===== config.mk =====
export PLATFORM = sky130hd
export DESIGN_NAME = cmow_window
export DESIGN_NICKNAME = d
export VERILOG_FILES = /design/src/logic/cmow_pkg.sv /design/src/logic/cmow_window.sv
export SDC_FILE = /design/constraint.sdc
export NUM_CORES = 2
export LEC_CHECK = 0
export BUFFER_PORTS_ARGS = -buffer_cell sky130_fd_sc_hd__buf_4
export CORE_AREA = 2 2 395 397
export DETAILED_ROUTE_END_ITERATION = 10
export DIE_AREA = 0 0 397 399
export HOLD_SLACK_MARGIN = 0.05
export PLACE_DENSITY = 0.75
export SKIP_CTS_REPAIR_TIMING = 1
export SYNTH_ARGS = -nofsm -noshare
export SYNTH_HDL_FRONTEND = slang
export SYNTH_HIERARCHICAL = 1
export SYNTH_SLANG_ARGS = --single-unit

===== constraint.sdc =====
create_clock -name core_clk_i -period 11.65 [get_ports core_clk_i]
set_clock_uncertainty 0.1 [all_clocks]
set_input_delay 0.5825 -clock core_clk_i [delete_from_list [all_inputs] [get_ports core_clk_i]]
set_output_delay 0.5825 -clock core_clk_i [all_outputs]
set_load 0.02 [all_outputs]

===== src/logic/cmow_pkg.sv =====
package cmow_pkg;
    // sfr addresses
    localparam logic [7:0] ADDR_PAGE = 8'hb1;
    localparam logic [7:0] ADDR_STATUS = 8'hb2;
    localparam logic [7:0] ADDR_CTRL = 8'hb3;
    localparam logic [7:0] ADDR_IDT_HIGH = 8'hbc;
    localparam logic [7:0] ADDR_IDT_LOW = 8'hbd;
    localparam logic [7:0] ADDR_DATA = 8'ha3;

    localparam int NUM_OBJ = 15;
    localparam int DATA_BYTES = 8;
    localparam logic [7:0] PAGE_RESET = 8'h00;
    localparam int PAGE_OBJ_LSB = 4;
    localparam int PAGE_INDEX_AUTOINC_N_BIT = 3;

    // control and length field positions
    localparam int CFG_LSB = 6;
    localparam int REPLY_VALID_BIT = 5;
    localparam int IDE_BIT = 4;
    localparam logic [7:0] CTRL_RESET = 8'h00;
    localparam logic [1:0] CFG_DISABLE = 2'h0;
    localparam logic [1:0] CFG_TX = 2'h1;
    localparam logic [1:0] CFG_RX = 2'h2;
    localparam logic [1:0] CFG_RXBUF = 2'h3;

    // status bit positions
    localparam int ST_LEN_WARN = 7;
    localparam int ST_TX_DONE = 6;
    localparam int ST_RX_DONE = 5;
    localparam int ST_BIT_ERR = 4;
    localparam int ST_STUFF_ERR = 3;
    localparam int ST_CRC_ERR = 2;
    localparam int ST_FORM_ERR = 1;
    localparam int ST_ACK_ERR = 0;

    localparam int IDT_LOW_LSB = 5;
    localparam logic [2:0] STUFF_LIMIT = 3'h5;
    localparam logic [14:0] CRC_POLY = 15'h4599;
    localparam logic [14:0] CRC_INIT = 15'h0000;

    typedef enum logic [2:0] {
        FLD_IDLE,
        FLD_CRC_COVER,
        FLD_CRC,
        FLD_CRC_DELIM,
        FLD_ACK_SLOT,
        FLD_ACK_DELIM,
        FLD_EOF,
        FLD_ERROR
    } cmow_field_t;

    typedef struct packed {
        logic last;
        logic has_data;
        logic [7:0] data;
    } cmow_rx_item_t;

    typedef struct packed {
        logic [10:0] id;
        logic ide;
        logic rtr;
        logic [3:0] dlc;
        logic [14:0] hits;
    } cmow_rx_hdr_t;
endpackage : cmow_pkg


===== src/logic/cmow_window.sv =====
//  Function
// [RULE_01] page upper nibble selects message object 0..14 for object accesses
// [RULE_02] index auto-increments on data access when control bit is zero
// [RULE_03] page low three bits give byte position in object data
// [RULE_04] page register resets to zero: object 0, index 0, auto-increment
// [RULE_05] config 00 disable, 01 transmit, 10 receive, 11 receive buffer
// [RULE_06] enable bit set only by software rewriting the config field
// [RULE_07] automatic reply to remote frame sent only when reply valid set
// [RULE_08] ide bit zero means 11-bit identifier, one means 29-bit
// [RULE_09] four-bit length code, overwritten by each received frame
// [RULE_10] length warning when received length differs; length stored anyway
// [RULE_11] transmit done flag set on completed transmission, interrupt source
// [RULE_12] lowest indexed transmit object served first
// [RULE_13] receive done flag set on completed reception, interrupt source
// [RULE_14] frame hitting several objects updates lowest index first; the code updates only the lowest-index hit object
// [RULE_15] bit error only while transmitting, arbitration and error ack excepted
// [RULE_16] stuff error on more than five equal consecutive bits
// [RULE_17] crc over destuffed bits compared with received crc field
// [RULE_18] form error on bad crc delimiter, ack delimiter or end of frame
// [RULE_19] ack error when acknowledge slot is not dominant
// [RULE_20] standard id bits 10..3 in high tag, 2..0 in low tag bits 7..5
// [RULE_21] status and tag registers are not initialised by reset
// [RULE_22] auto-increment wraps byte index from seven back to zero
`timescale 1ns/1ns

module cmow_fifo #(
    parameter int WIDTH = 10,
    parameter int DEPTH = 32
) (
    input wire logic core_clk_i,          // clock
    input wire logic rst_n_i,             // sync reset, active low
    input wire logic in_valid_i,          // write request
    output logic in_ready_o,              // room available
    input wire logic [WIDTH-1:0] in_data_i, // write word
    output logic out_valid_o,             // word available
    input wire logic out_ready_i,         // drain accepts
    output logic [WIDTH-1:0] out_data_o   // head word
);
    localparam int AW = (DEPTH > 1) ? $clog2(DEPTH) : 1;
    localparam int CW = $clog2(DEPTH + 1);
    localparam logic [CW-1:0] CNT_FULL = CW'(DEPTH);
    localparam logic [AW-1:0] PTR_LAST = AW'(DEPTH - 1);

    logic [WIDTH-1:0] mem [DEPTH];
    logic [AW-1:0] wr_ptr;
    logic [AW-1:0] rd_ptr;
    logic [CW-1:0] count;
    logic room;
    wire push = in_valid_i && room;
    wire pop = out_valid_o && out_ready_i;
    wire [CW-1:0] next_count = count + CW'(push) - CW'(pop);

    assign in_ready_o = room;
    assign out_valid_o = (count != '0);
    assign out_data_o = mem[rd_ptr];

    always_ff @(posedge core_clk_i) begin
        if (push) begin
            mem[wr_ptr] <= in_data_i;
        end
    end

    always_ff @(posedge core_clk_i) begin
        if (!rst_n_i) begin
            wr_ptr <= '0;
            rd_ptr <= '0;
            count <= '0;
            room <= 1'b1;
        end else begin
            if (push) begin
                wr_ptr <= (wr_ptr == PTR_LAST) ? '0 : wr_ptr + 1'b1;
            end
            if (pop) begin
                rd_ptr <= (rd_ptr == PTR_LAST) ? '0 : rd_ptr + 1'b1;
            end
            count <= next_count;
            room <= (next_count != CNT_FULL);
        end
    end
endmodule : cmow_fifo

module cmow_window #(
    parameter int FIFO_DEPTH = 32
) (
    input wire logic core_clk_i,                  // 100 MHz clock
    input wire logic rst_n_i,                     // sync reset, active low
    input wire logic [7:0] sfr_addr_i,            // sfr address
    input wire logic sfr_wr_i,                    // sfr write strobe
    input wire logic sfr_rd_i,                    // sfr read strobe
    input wire logic [7:0] sfr_wdata_i,           // sfr write data
    output logic [7:0] sfr_rdata_o,               // sfr read data, next cycle
    input wire logic rx_hdr_valid_i,              // received frame header offered
    input wire cmow_pkg::cmow_rx_hdr_t rx_hdr_i,  // header contents
    output logic rx_hdr_ready_o,                  // header accepted
    input wire logic rx_item_valid_i,             // data item offered
    input wire cmow_pkg::cmow_rx_item_t rx_item_i, // data byte, last marker
    output logic rx_item_ready_o,                 // fifo has room
    output logic tx_req_valid_o,                  // transmission requested
    output logic [3:0] tx_obj_o,                  // object to send
    output logic [3:0] tx_dlc_o,                  // its length code
    output logic tx_ide_o,                        // its identifier format
    input wire logic tx_done_i,                   // requested frame sent
    input wire logic bit_sample_i,                // bus sample pulse
    input wire logic bus_bit_i,                   // bus pin level, async
    input wire logic sent_bit_i,                  // level being sent
    input wire logic transmitting_i,              // node is transmitter
    input wire logic arbitration_i,               // in arbitration field
    input wire cmow_pkg::cmow_field_t field_i,    // current frame field
    input wire logic [3:0] err_obj_i,             // object errors belong to
    output logic [cmow_pkg::NUM_OBJ-1:0] obj_enable_o // object enable bits
);
    localparam int N = cmow_pkg::NUM_OBJ;
    localparam int IW = $bits(cmow_pkg::cmow_rx_item_t);

    typedef enum {RX_WAIT_HDR, RX_DATA} cmow_rx_state_t;

    logic [7:0] page;
    logic [7:0] ctrl [N];
    logic [7:0] status [N];
    logic [7:0] idt_high [N];
    logic [2:0] idt_low [N];
    logic [7:0] data [N][cmow_pkg::DATA_BYTES];
    logic [N-1:0] reply_pend;
    logic bus_meta;
    logic bus_bit;
    cmow_rx_state_t rx_state;
    cmow_pkg::cmow_rx_hdr_t hdr;
    logic rx_found;
    logic [3:0] rx_obj;
    logic [2:0] rx_ptr;
    logic [2:0] run_cnt;
    logic last_bit;
    logic [14:0] crc;
    logic [14:0] crc_rx;

    // page fields
    wire [3:0] sel_obj = page[7:cmow_pkg::PAGE_OBJ_LSB]; // RULE_01
    wire sel_ok = (sel_obj < 4'(N));
    wire [2:0] sel_idx = page[2:0]; // RULE_03
    wire autoinc = !page[cmow_pkg::PAGE_INDEX_AUTOINC_N_BIT]; // RULE_02
    wire wr_page = sfr_wr_i && (sfr_addr_i == cmow_pkg::ADDR_PAGE);
    wire wr_status = sfr_wr_i && sel_ok && (sfr_addr_i == cmow_pkg::ADDR_STATUS);
    wire wr_ctrl = sfr_wr_i && sel_ok && (sfr_addr_i == cmow_pkg::ADDR_CTRL);
    wire wr_idh = sfr_wr_i && sel_ok && (sfr_addr_i == cmow_pkg::ADDR_IDT_HIGH);
    wire wr_idl = sfr_wr_i && sel_ok && (sfr_addr_i == cmow_pkg::ADDR_IDT_LOW);
    wire data_hit = (sfr_addr_i == cmow_pkg::ADDR_DATA) && (sfr_wr_i || sfr_rd_i);
    wire wr_data = sfr_wr_i && sel_ok && (sfr_addr_i == cmow_pkg::ADDR_DATA);

    // receive drain from the fifo
    cmow_pkg::cmow_rx_item_t item;
    logic item_valid;
    wire item_ready = (rx_state == RX_DATA);
    wire item_take = item_valid && item_ready;
    wire rx_complete = item_take && item.last && rx_found;

    cmow_fifo #(
        .WIDTH(IW),
        .DEPTH(FIFO_DEPTH)
    ) u_rx_fifo (
        .core_clk_i(core_clk_i),
        .rst_n_i(rst_n_i),
        .in_valid_i(rx_item_valid_i),
        .in_ready_o(rx_item_ready_o),
        .in_data_i(rx_item_i),
        .out_valid_o(item_valid),
        .out_ready_i(item_ready),
        .out_data_o(item)
    );

    // lowest-index selection for reception and transmission
    logic [N-1:0] rx_cand;
    logic [N-1:0] tx_cand;
    logic [3:0] rx_sel;
    logic [3:0] tx_sel;
    always_comb begin
        rx_sel = '0;
        tx_sel = '0;
        for (int i = 0; i < N; i++) begin
            rx_cand[i] = rx_hdr_i.hits[i] && obj_enable_o[i] && ctrl[i][7]; // RULE_05
            tx_cand[i] = obj_enable_o[i] && ((ctrl[i][7:6] == cmow_pkg::CFG_TX) || reply_pend[i]); // RULE_05
        end
        for (int i = N - 1; i >= 0; i--) begin
            if (rx_cand[i]) begin
                rx_sel = 4'(i); // RULE_14
            end
            if (tx_cand[i]) begin
                tx_sel = 4'(i); // RULE_12
            end
        end
    end

    // bit-level checks on the synchronised bus level
    wire stuffed = (field_i == cmow_pkg::FLD_CRC_COVER) || (field_i == cmow_pkg::FLD_CRC);
    wire is_stuff = stuffed && (run_cnt == cmow_pkg::STUFF_LIMIT);
    wire stuff_err = bit_sample_i && is_stuff && (bus_bit == last_bit); // RULE_16
    wire crc_fb = bus_bit ^ crc[14];
    wire [14:0] crc_step = {crc[13:0], 1'b0} ^ (crc_fb ? cmow_pkg::CRC_POLY : 15'h0000);
    wire crc_err = bit_sample_i && (field_i == cmow_pkg::FLD_CRC_DELIM) && (crc_rx != crc); // RULE_17
    wire delim = (field_i == cmow_pkg::FLD_CRC_DELIM) || (field_i == cmow_pkg::FLD_ACK_DELIM)
        || (field_i == cmow_pkg::FLD_EOF);
    wire form_err = bit_sample_i && delim && !bus_bit; // RULE_18
    wire ack_err = bit_sample_i && transmitting_i && (field_i == cmow_pkg::FLD_ACK_SLOT) && bus_bit; // RULE_19
    wire arb_lost = arbitration_i && sent_bit_i && !bus_bit;
    wire err_ack = (field_i == cmow_pkg::FLD_ACK_SLOT) || ((field_i == cmow_pkg::FLD_ERROR) && !bus_bit);
    wire bit_err = bit_sample_i && transmitting_i && (bus_bit != sent_bit_i) && !arb_lost && !err_ack; // RULE_15
    wire [7:0] err_set = {3'h0, bit_err, stuff_err, crc_err, form_err, ack_err};

    always_ff @(posedge core_clk_i) begin
        bus_meta <= bus_bit_i;
        bus_bit <= bus_meta;
    end

    always_ff @(posedge core_clk_i) begin
        if (!rst_n_i || field_i == cmow_pkg::FLD_IDLE) begin
            run_cnt <= '0;
            last_bit <= 1'b1;
            crc <= cmow_pkg::CRC_INIT;
            crc_rx <= '0;
        end else if (bit_sample_i && stuffed) begin
            last_bit <= bus_bit;
            if (is_stuff) begin
                run_cnt <= 3'h1;
            end else begin
                run_cnt <= (bus_bit == last_bit) ? run_cnt + 3'h1 : 3'h1;
                if (field_i == cmow_pkg::FLD_CRC_COVER) begin
                    crc <= crc_step; // RULE_17
                end else begin
                    crc_rx <= {crc_rx[13:0], bus_bit};
                end
            end
        end
    end

    // page register and data index
    always_ff @(posedge core_clk_i) begin
        if (!rst_n_i) begin
            page <= cmow_pkg::PAGE_RESET; // RULE_04
        end else if (wr_page) begin
            page <= sfr_wdata_i;
        end else if (data_hit && autoinc) begin
            page[2:0] <= sel_idx + 3'h1; // RULE_02 RULE_22
        end
    end

    // per-object control, enable and reply state
    always_ff @(posedge core_clk_i) begin
        if (!rst_n_i) begin
            for (int i = 0; i < N; i++) begin
                ctrl[i] <= cmow_pkg::CTRL_RESET;
            end
            obj_enable_o <= '0;
            reply_pend <= '0;
        end else begin
            if (wr_ctrl) begin
                ctrl[sel_obj] <= sfr_wdata_i;
                obj_enable_o[sel_obj] <= (sfr_wdata_i[7:6] != cmow_pkg::CFG_DISABLE); // RULE_06
                reply_pend[sel_obj] <= 1'b0;
            end
            if (tx_done_i && tx_req_valid_o) begin
                obj_enable_o[tx_obj_o] <= 1'b0;
                reply_pend[tx_obj_o] <= 1'b0;
            end
            if (rx_complete) begin
                ctrl[rx_obj][3:0] <= hdr.dlc; // RULE_09 RULE_10
                ctrl[rx_obj][cmow_pkg::IDE_BIT] <= hdr.ide; // RULE_08
                if (hdr.rtr && ctrl[rx_obj][cmow_pkg::REPLY_VALID_BIT]) begin
                    reply_pend[rx_obj] <= 1'b1; // RULE_07
                end else if (ctrl[rx_obj][7:6] == cmow_pkg::CFG_RX) begin
                    obj_enable_o[rx_obj] <= 1'b0;
                end
            end
        end
    end

    // status and tags: no reset, hardware set wins over software write
    always_ff @(posedge core_clk_i) begin // RULE_21
        for (int i = 0; i < N; i++) begin
            logic [7:0] set_bits;
            set_bits = '0;
            if (err_obj_i == 4'(i)) begin
                set_bits = set_bits | err_set;
            end
            if (tx_done_i && tx_req_valid_o && tx_obj_o == 4'(i)) begin
                set_bits[cmow_pkg::ST_TX_DONE] = 1'b1; // RULE_11
            end
            if (rx_complete && rx_obj == 4'(i)) begin
                set_bits[cmow_pkg::ST_RX_DONE] = 1'b1; // RULE_13
                set_bits[cmow_pkg::ST_LEN_WARN] = (hdr.dlc != ctrl[i][3:0]); // RULE_10
            end
            status[i] <= ((wr_status && sel_obj == 4'(i)) ? sfr_wdata_i : status[i]) | set_bits;
        end
        if (wr_idh) begin
            idt_high[sel_obj] <= sfr_wdata_i; // RULE_20
        end
        if (wr_idl) begin
            idt_low[sel_obj] <= sfr_wdata_i[7:cmow_pkg::IDT_LOW_LSB]; // RULE_20
        end
        if (rx_complete && !hdr.ide) begin
            idt_high[rx_obj] <= hdr.id[10:3];
            idt_low[rx_obj] <= hdr.id[2:0];
        end
        if (wr_data) begin
            data[sel_obj][sel_idx] <= sfr_wdata_i; // RULE_03
        end
        if (item_take && item.has_data && rx_found) begin
            data[rx_obj][rx_ptr] <= item.data;
        end
    end

    // receive sequencing
    always_ff @(posedge core_clk_i) begin
        if (!rst_n_i) begin
            rx_state <= RX_WAIT_HDR;
            rx_hdr_ready_o <= 1'b1;
            rx_found <= 1'b0;
            rx_obj <= '0;
            rx_ptr <= '0;
            hdr <= '0;
        end else begin
            unique case (rx_state)
                RX_WAIT_HDR: begin
                    if (rx_hdr_valid_i) begin
                        hdr <= rx_hdr_i;
                        rx_found <= |rx_cand;
                        rx_obj <= rx_sel; // RULE_14
                        rx_ptr <= '0;
                        rx_state <= RX_DATA;
                        rx_hdr_ready_o <= 1'b0;
                    end
                end
                RX_DATA: begin
                    if (item_take) begin
                        if (item.has_data) begin
                            rx_ptr <= rx_ptr + 3'h1;
                        end
                        if (item.last) begin
                            rx_state <= RX_WAIT_HDR;
                            rx_hdr_ready_o <= 1'b1;
                        end
                    end
                end
            endcase
        end
    end

    // transmission request
    always_ff @(posedge core_clk_i) begin
        if (!rst_n_i) begin
            tx_req_valid_o <= 1'b0;
            tx_obj_o <= '0;
            tx_dlc_o <= '0;
            tx_ide_o <= 1'b0;
        end else if (tx_req_valid_o) begin
            if (tx_done_i) begin
                tx_req_valid_o <= 1'b0;
            end
        end else if (|tx_cand) begin
            tx_req_valid_o <= 1'b1;
            tx_obj_o <= tx_sel; // RULE_12
            tx_dlc_o <= ctrl[tx_sel][3:0];
            tx_ide_o <= ctrl[tx_sel][cmow_pkg::IDE_BIT]; // RULE_08
        end
    end

    // read data, one cycle after the strobe
    logic [7:0] rd_mux;
    always_comb begin
        rd_mux = '0;
        if (sfr_addr_i == cmow_pkg::ADDR_PAGE) begin
            rd_mux = page;
        end else if (sel_ok) begin
            unique case (sfr_addr_i)
                cmow_pkg::ADDR_STATUS: rd_mux = status[sel_obj];
                cmow_pkg::ADDR_CTRL: rd_mux = ctrl[sel_obj];
                cmow_pkg::ADDR_IDT_HIGH: rd_mux = idt_high[sel_obj];
                cmow_pkg::ADDR_IDT_LOW: rd_mux = {idt_low[sel_obj], 5'h00};
                cmow_pkg::ADDR_DATA: rd_mux = data[sel_obj][sel_idx];
                default: rd_mux = '0;
            endcase
        end
    end

    always_ff @(posedge core_clk_i) begin
        if (!rst_n_i) begin
            sfr_rdata_o <= '0;
        end else if (sfr_rd_i) begin
            sfr_rdata_o <= rd_mux;
        end
    end
endmodule : cmow_window


==> results.json <==
{
  "numPortBuffers": 111,
  "cts_buffers": 185,
  "finalNetCount": 6778,
  "r2r_end": "data[13][2]$_DFFE_PP_",
  "start_util": 0.597,
  "synthTopCellsByCount": "edfxtp_1 (1,573), mux2_2 (966), nand2_1 (871)",
  "ys_seq_area_frac": 0.573,
  "grt_pass1_vias": 59500,
  "place.gp.congestion": 0.969,
  "via_per_inst": 7.03,
  "cp_slowest_cell": "nor2_2",
  "ys.warnings.count": 6,
  "ctsLongestPathBuffers": 3,
  "worstRegToRegCells": 10,
  "drv_cap": 2,
  "ys_types": 80,
  "final_cell_area_um2": 100000,
  "cpMostUsedCell": "nand3_1",
  "critPathArrivalTime_ns": 5.78,
  "fmax_mhz": 184,
  "hold_path.class": "in -> reg",
  "drc": 0,
  "synth_area_um2": 91800,
  "cts_tree": "built",
  "crit_path_end_kind": "register",
  "syn-mean-instance-area_um2": 13.4,
  "synth.most_common_cell": "edfxtp_1",
  "layout_min_cycle_time_ns": 5.42,
  "h-tree-depth": 4,
  "worst_slew_pin_slew_ns": 1.51,
  "start_kind": "register",
  "place_hpwl_um": 178000,
  "final_antenna_net_count": 0,
  "reg2reg_slack_ns": 6.23,
  "grt_pass1_wl_um": 412000,
  "synthFlopType": "edfxtp_1",
  "vias": 62600,
  "criticalPathCategory": "reg -> reg",
  "cts.reportedPaths.clkPinSlew_ns": 0.06,
  "grt_usage": 0.356,
  "synth_top_area_cell": "edfxtp_1",
  "p_leak_nw": 32.5,
  "io_pins": 112,
  "place_area_um2": 93600,
  "synth_top_area_share": 0.515,
  "synthesis.instances": 6869,
  "violations": "capacitance limit, slew limit",
  "die-area_um2": 158000,
  "rows": 144,
  "critical_path_depth": 10,
  "synth_area_leaders": "edfxtp_1 (51%), mux2_2 (12%), mux4_2 (9.6%)",
  "syn_to_final_growth_pct": 9.10,
  "crit_chain": "buf_4 -> mux2i_1 -> a22oi_1 -> nand3_1 -> nand3_1 -> and3_1 -> nand3_1 -> nor2_2 -> nand2_1 -> o21ai_0",
  "fin_crit_sh": 0.465,
  "outcome": "finished, violations left",
  "grt_max_degree": 133,
  "drt-total-wl_um": 285000,
  "drt_iter0_markers": 9662,
  "crit_path_end": "data[13][2]$_DFFE_PP_",
  "drive_gt1_frac": 0.277,
  "setup_viol": 0,
  "hold_viol": 0,
  "worstPathRequired_ns": 12.00,
  "power_density_nw_per_um2": 148,
  "relSlewSlack": -0.0133,
  "synth-seq-cells": 1842,
  "fp.dieH_um": 399,
  "wl_per_cell_um": 32.0,
  "tns_ns": 0,
  "cpPeakStageDelay_ns": 0.87,
  "clk_latency_ns": 0.90,
  "die_x_um": 397,
  "critPathBufInv": 1,
  "synth-edff-count": 1573,
  "synthArstFlopShare": 0,
  "rsz0062_at_grt": "no",
  "path_delay_family": "simple AND/OR/NAND/NOR gates",
  "coreArea_um2": 154000,
  "grt_antenna_before_repair": 22,
  "slew_violations": 2,
  "dr.pass1.iters": 10,
  "cts_sinks": 1842,
  "cp_max_fo": 51,
  "overflow": 0,
  "root_buffer": "clkbuf_16",
  "ir_drop_mv": 0.214
}
stage by stage:
stage	cells	worst slack, ns	power, mW	hold slack (ns)	util
final	8905	6.23	14.8	0.0752	0.652
after global routing	8893	5.93	15.1	0.0592	0.651
after CTS	8850	6.26	14.7	-0.293	0.649
after detailed placement	8505	6.30	8.81	0.225	0.609
after global placement	8505	6.40	8.78	0.211	0.609
after floorplan	6871	7.94	8.24	0.210	-
tightest hold or removal path: cells and delay by family:
| kind | cells | cell delay, ns |
|---|---|---|
| and+or+nand+nor | 1 | 0.12 |
| buffers and inverters | 1 | 0.21 |
| AOI/OAI and AO/OA | 1 | 0.06 |
placed cells by master, fill, tap and decap left out, types with 17 or more instances in the layout:
cell / instances
edfxtp_1: 1573
mux2_2: 966
nand2_1: 869
nor2_1: 555
mux4_2: 390
o21ai_0: 282
dfxtp_1: 263
mux2i_1: 229
buf_4: 204
clkbuf_16: 187
o22ai_1: 162
nand3_1: 160
a22oi_1: 113
xor2_1: 85
a21oi_1: 84
clkbuf_1: 54
nor2b_1: 46
clkinv_2: 32
dlygate4sd3_1: 32
nand2b_1: 31
inv_1: 28
or3_1: 27
diode_2: 22
and2_1: 22
clkinv_1: 22
and3_1: 21
nor4_1: 21
mux4_1: 21
a31oi_1: 20
nand4_1: 19
nor3_1: 19
ha_1: 19
a211oi_1: 17
o31ai_1: 17
cells by family after synthesis:
logic type,share of synthesized area
simple gates,0.0858
flops,0.573
mux,0.245
compound gates,0.0540
buf+inv,0.0303
xor+xnor,0.00859
fa+ha+maj,0.00281
other cells,0.0000409
how the worst min path moves through the flow:
stage | start | end | cells past startpoint
finish | sfr_wdata_i[3] | page[3]$_SDFFE_PN0P_ | 3
global route | sfr_wdata_i[3] | page[3]$_SDFFE_PN0P_ | 3
CTS | bus_bit_i | bus_meta$_DFF_P_ | 1
detailed placement | bus_meta$_DFF_P_ | bus_bit$_DFF_P_ | 0
global placement | bus_meta$_DFF_P_ | bus_bit$_DFF_P_ | 0
floorplan | bus_meta$_DFF_P_ | bus_bit$_DFF_P_ | 0
routing by layer:
layer	GRT usage	up-vias	share of wire
li1	-	25700	-
met1	0.476	31200	0.36
met2	0.534	4837	0.45
met3	0.0990	919	0.13
met4	0.186	18	0.059
met5	0	-	0.00040
sequential cells by signal, summed over array words and instances, names as in the netlist, 15 cells and up, named ones only:
| register | count |
|---|---|
| idt_high | 120 |
| u_rx_fifo/mem | 320 |
| crc | 15 |
| data | 960 |
| reply_pend | 15 |
| idt_low | 45 |
| obj_enable_o | 15 |
| ctrl | 128 |
| crc_rx | 15 |
| status | 120 |
| hdr | 17 |
power breakdown:
part	leakage [nW]	total [mW]	switching [mW]	internal, mW
sequential	16.5	7.30	0.0783	7.23
clock	2.98	6.04	2.71	3.33
combinational	13.0	1.44	1.06	0.382
area by class of cell:
class                   count  area (um2)
diodes                     22        55.1
multi-input cells        4374       36600
fillers                 10800       53500
well taps                2044        2560
flip-flops and latches   1842       52600
repair buffers            248        2010
inverters                  30         114
clock buffers             258        5100
clock inverters            87        1070
(Power assumes the default switching activity.)
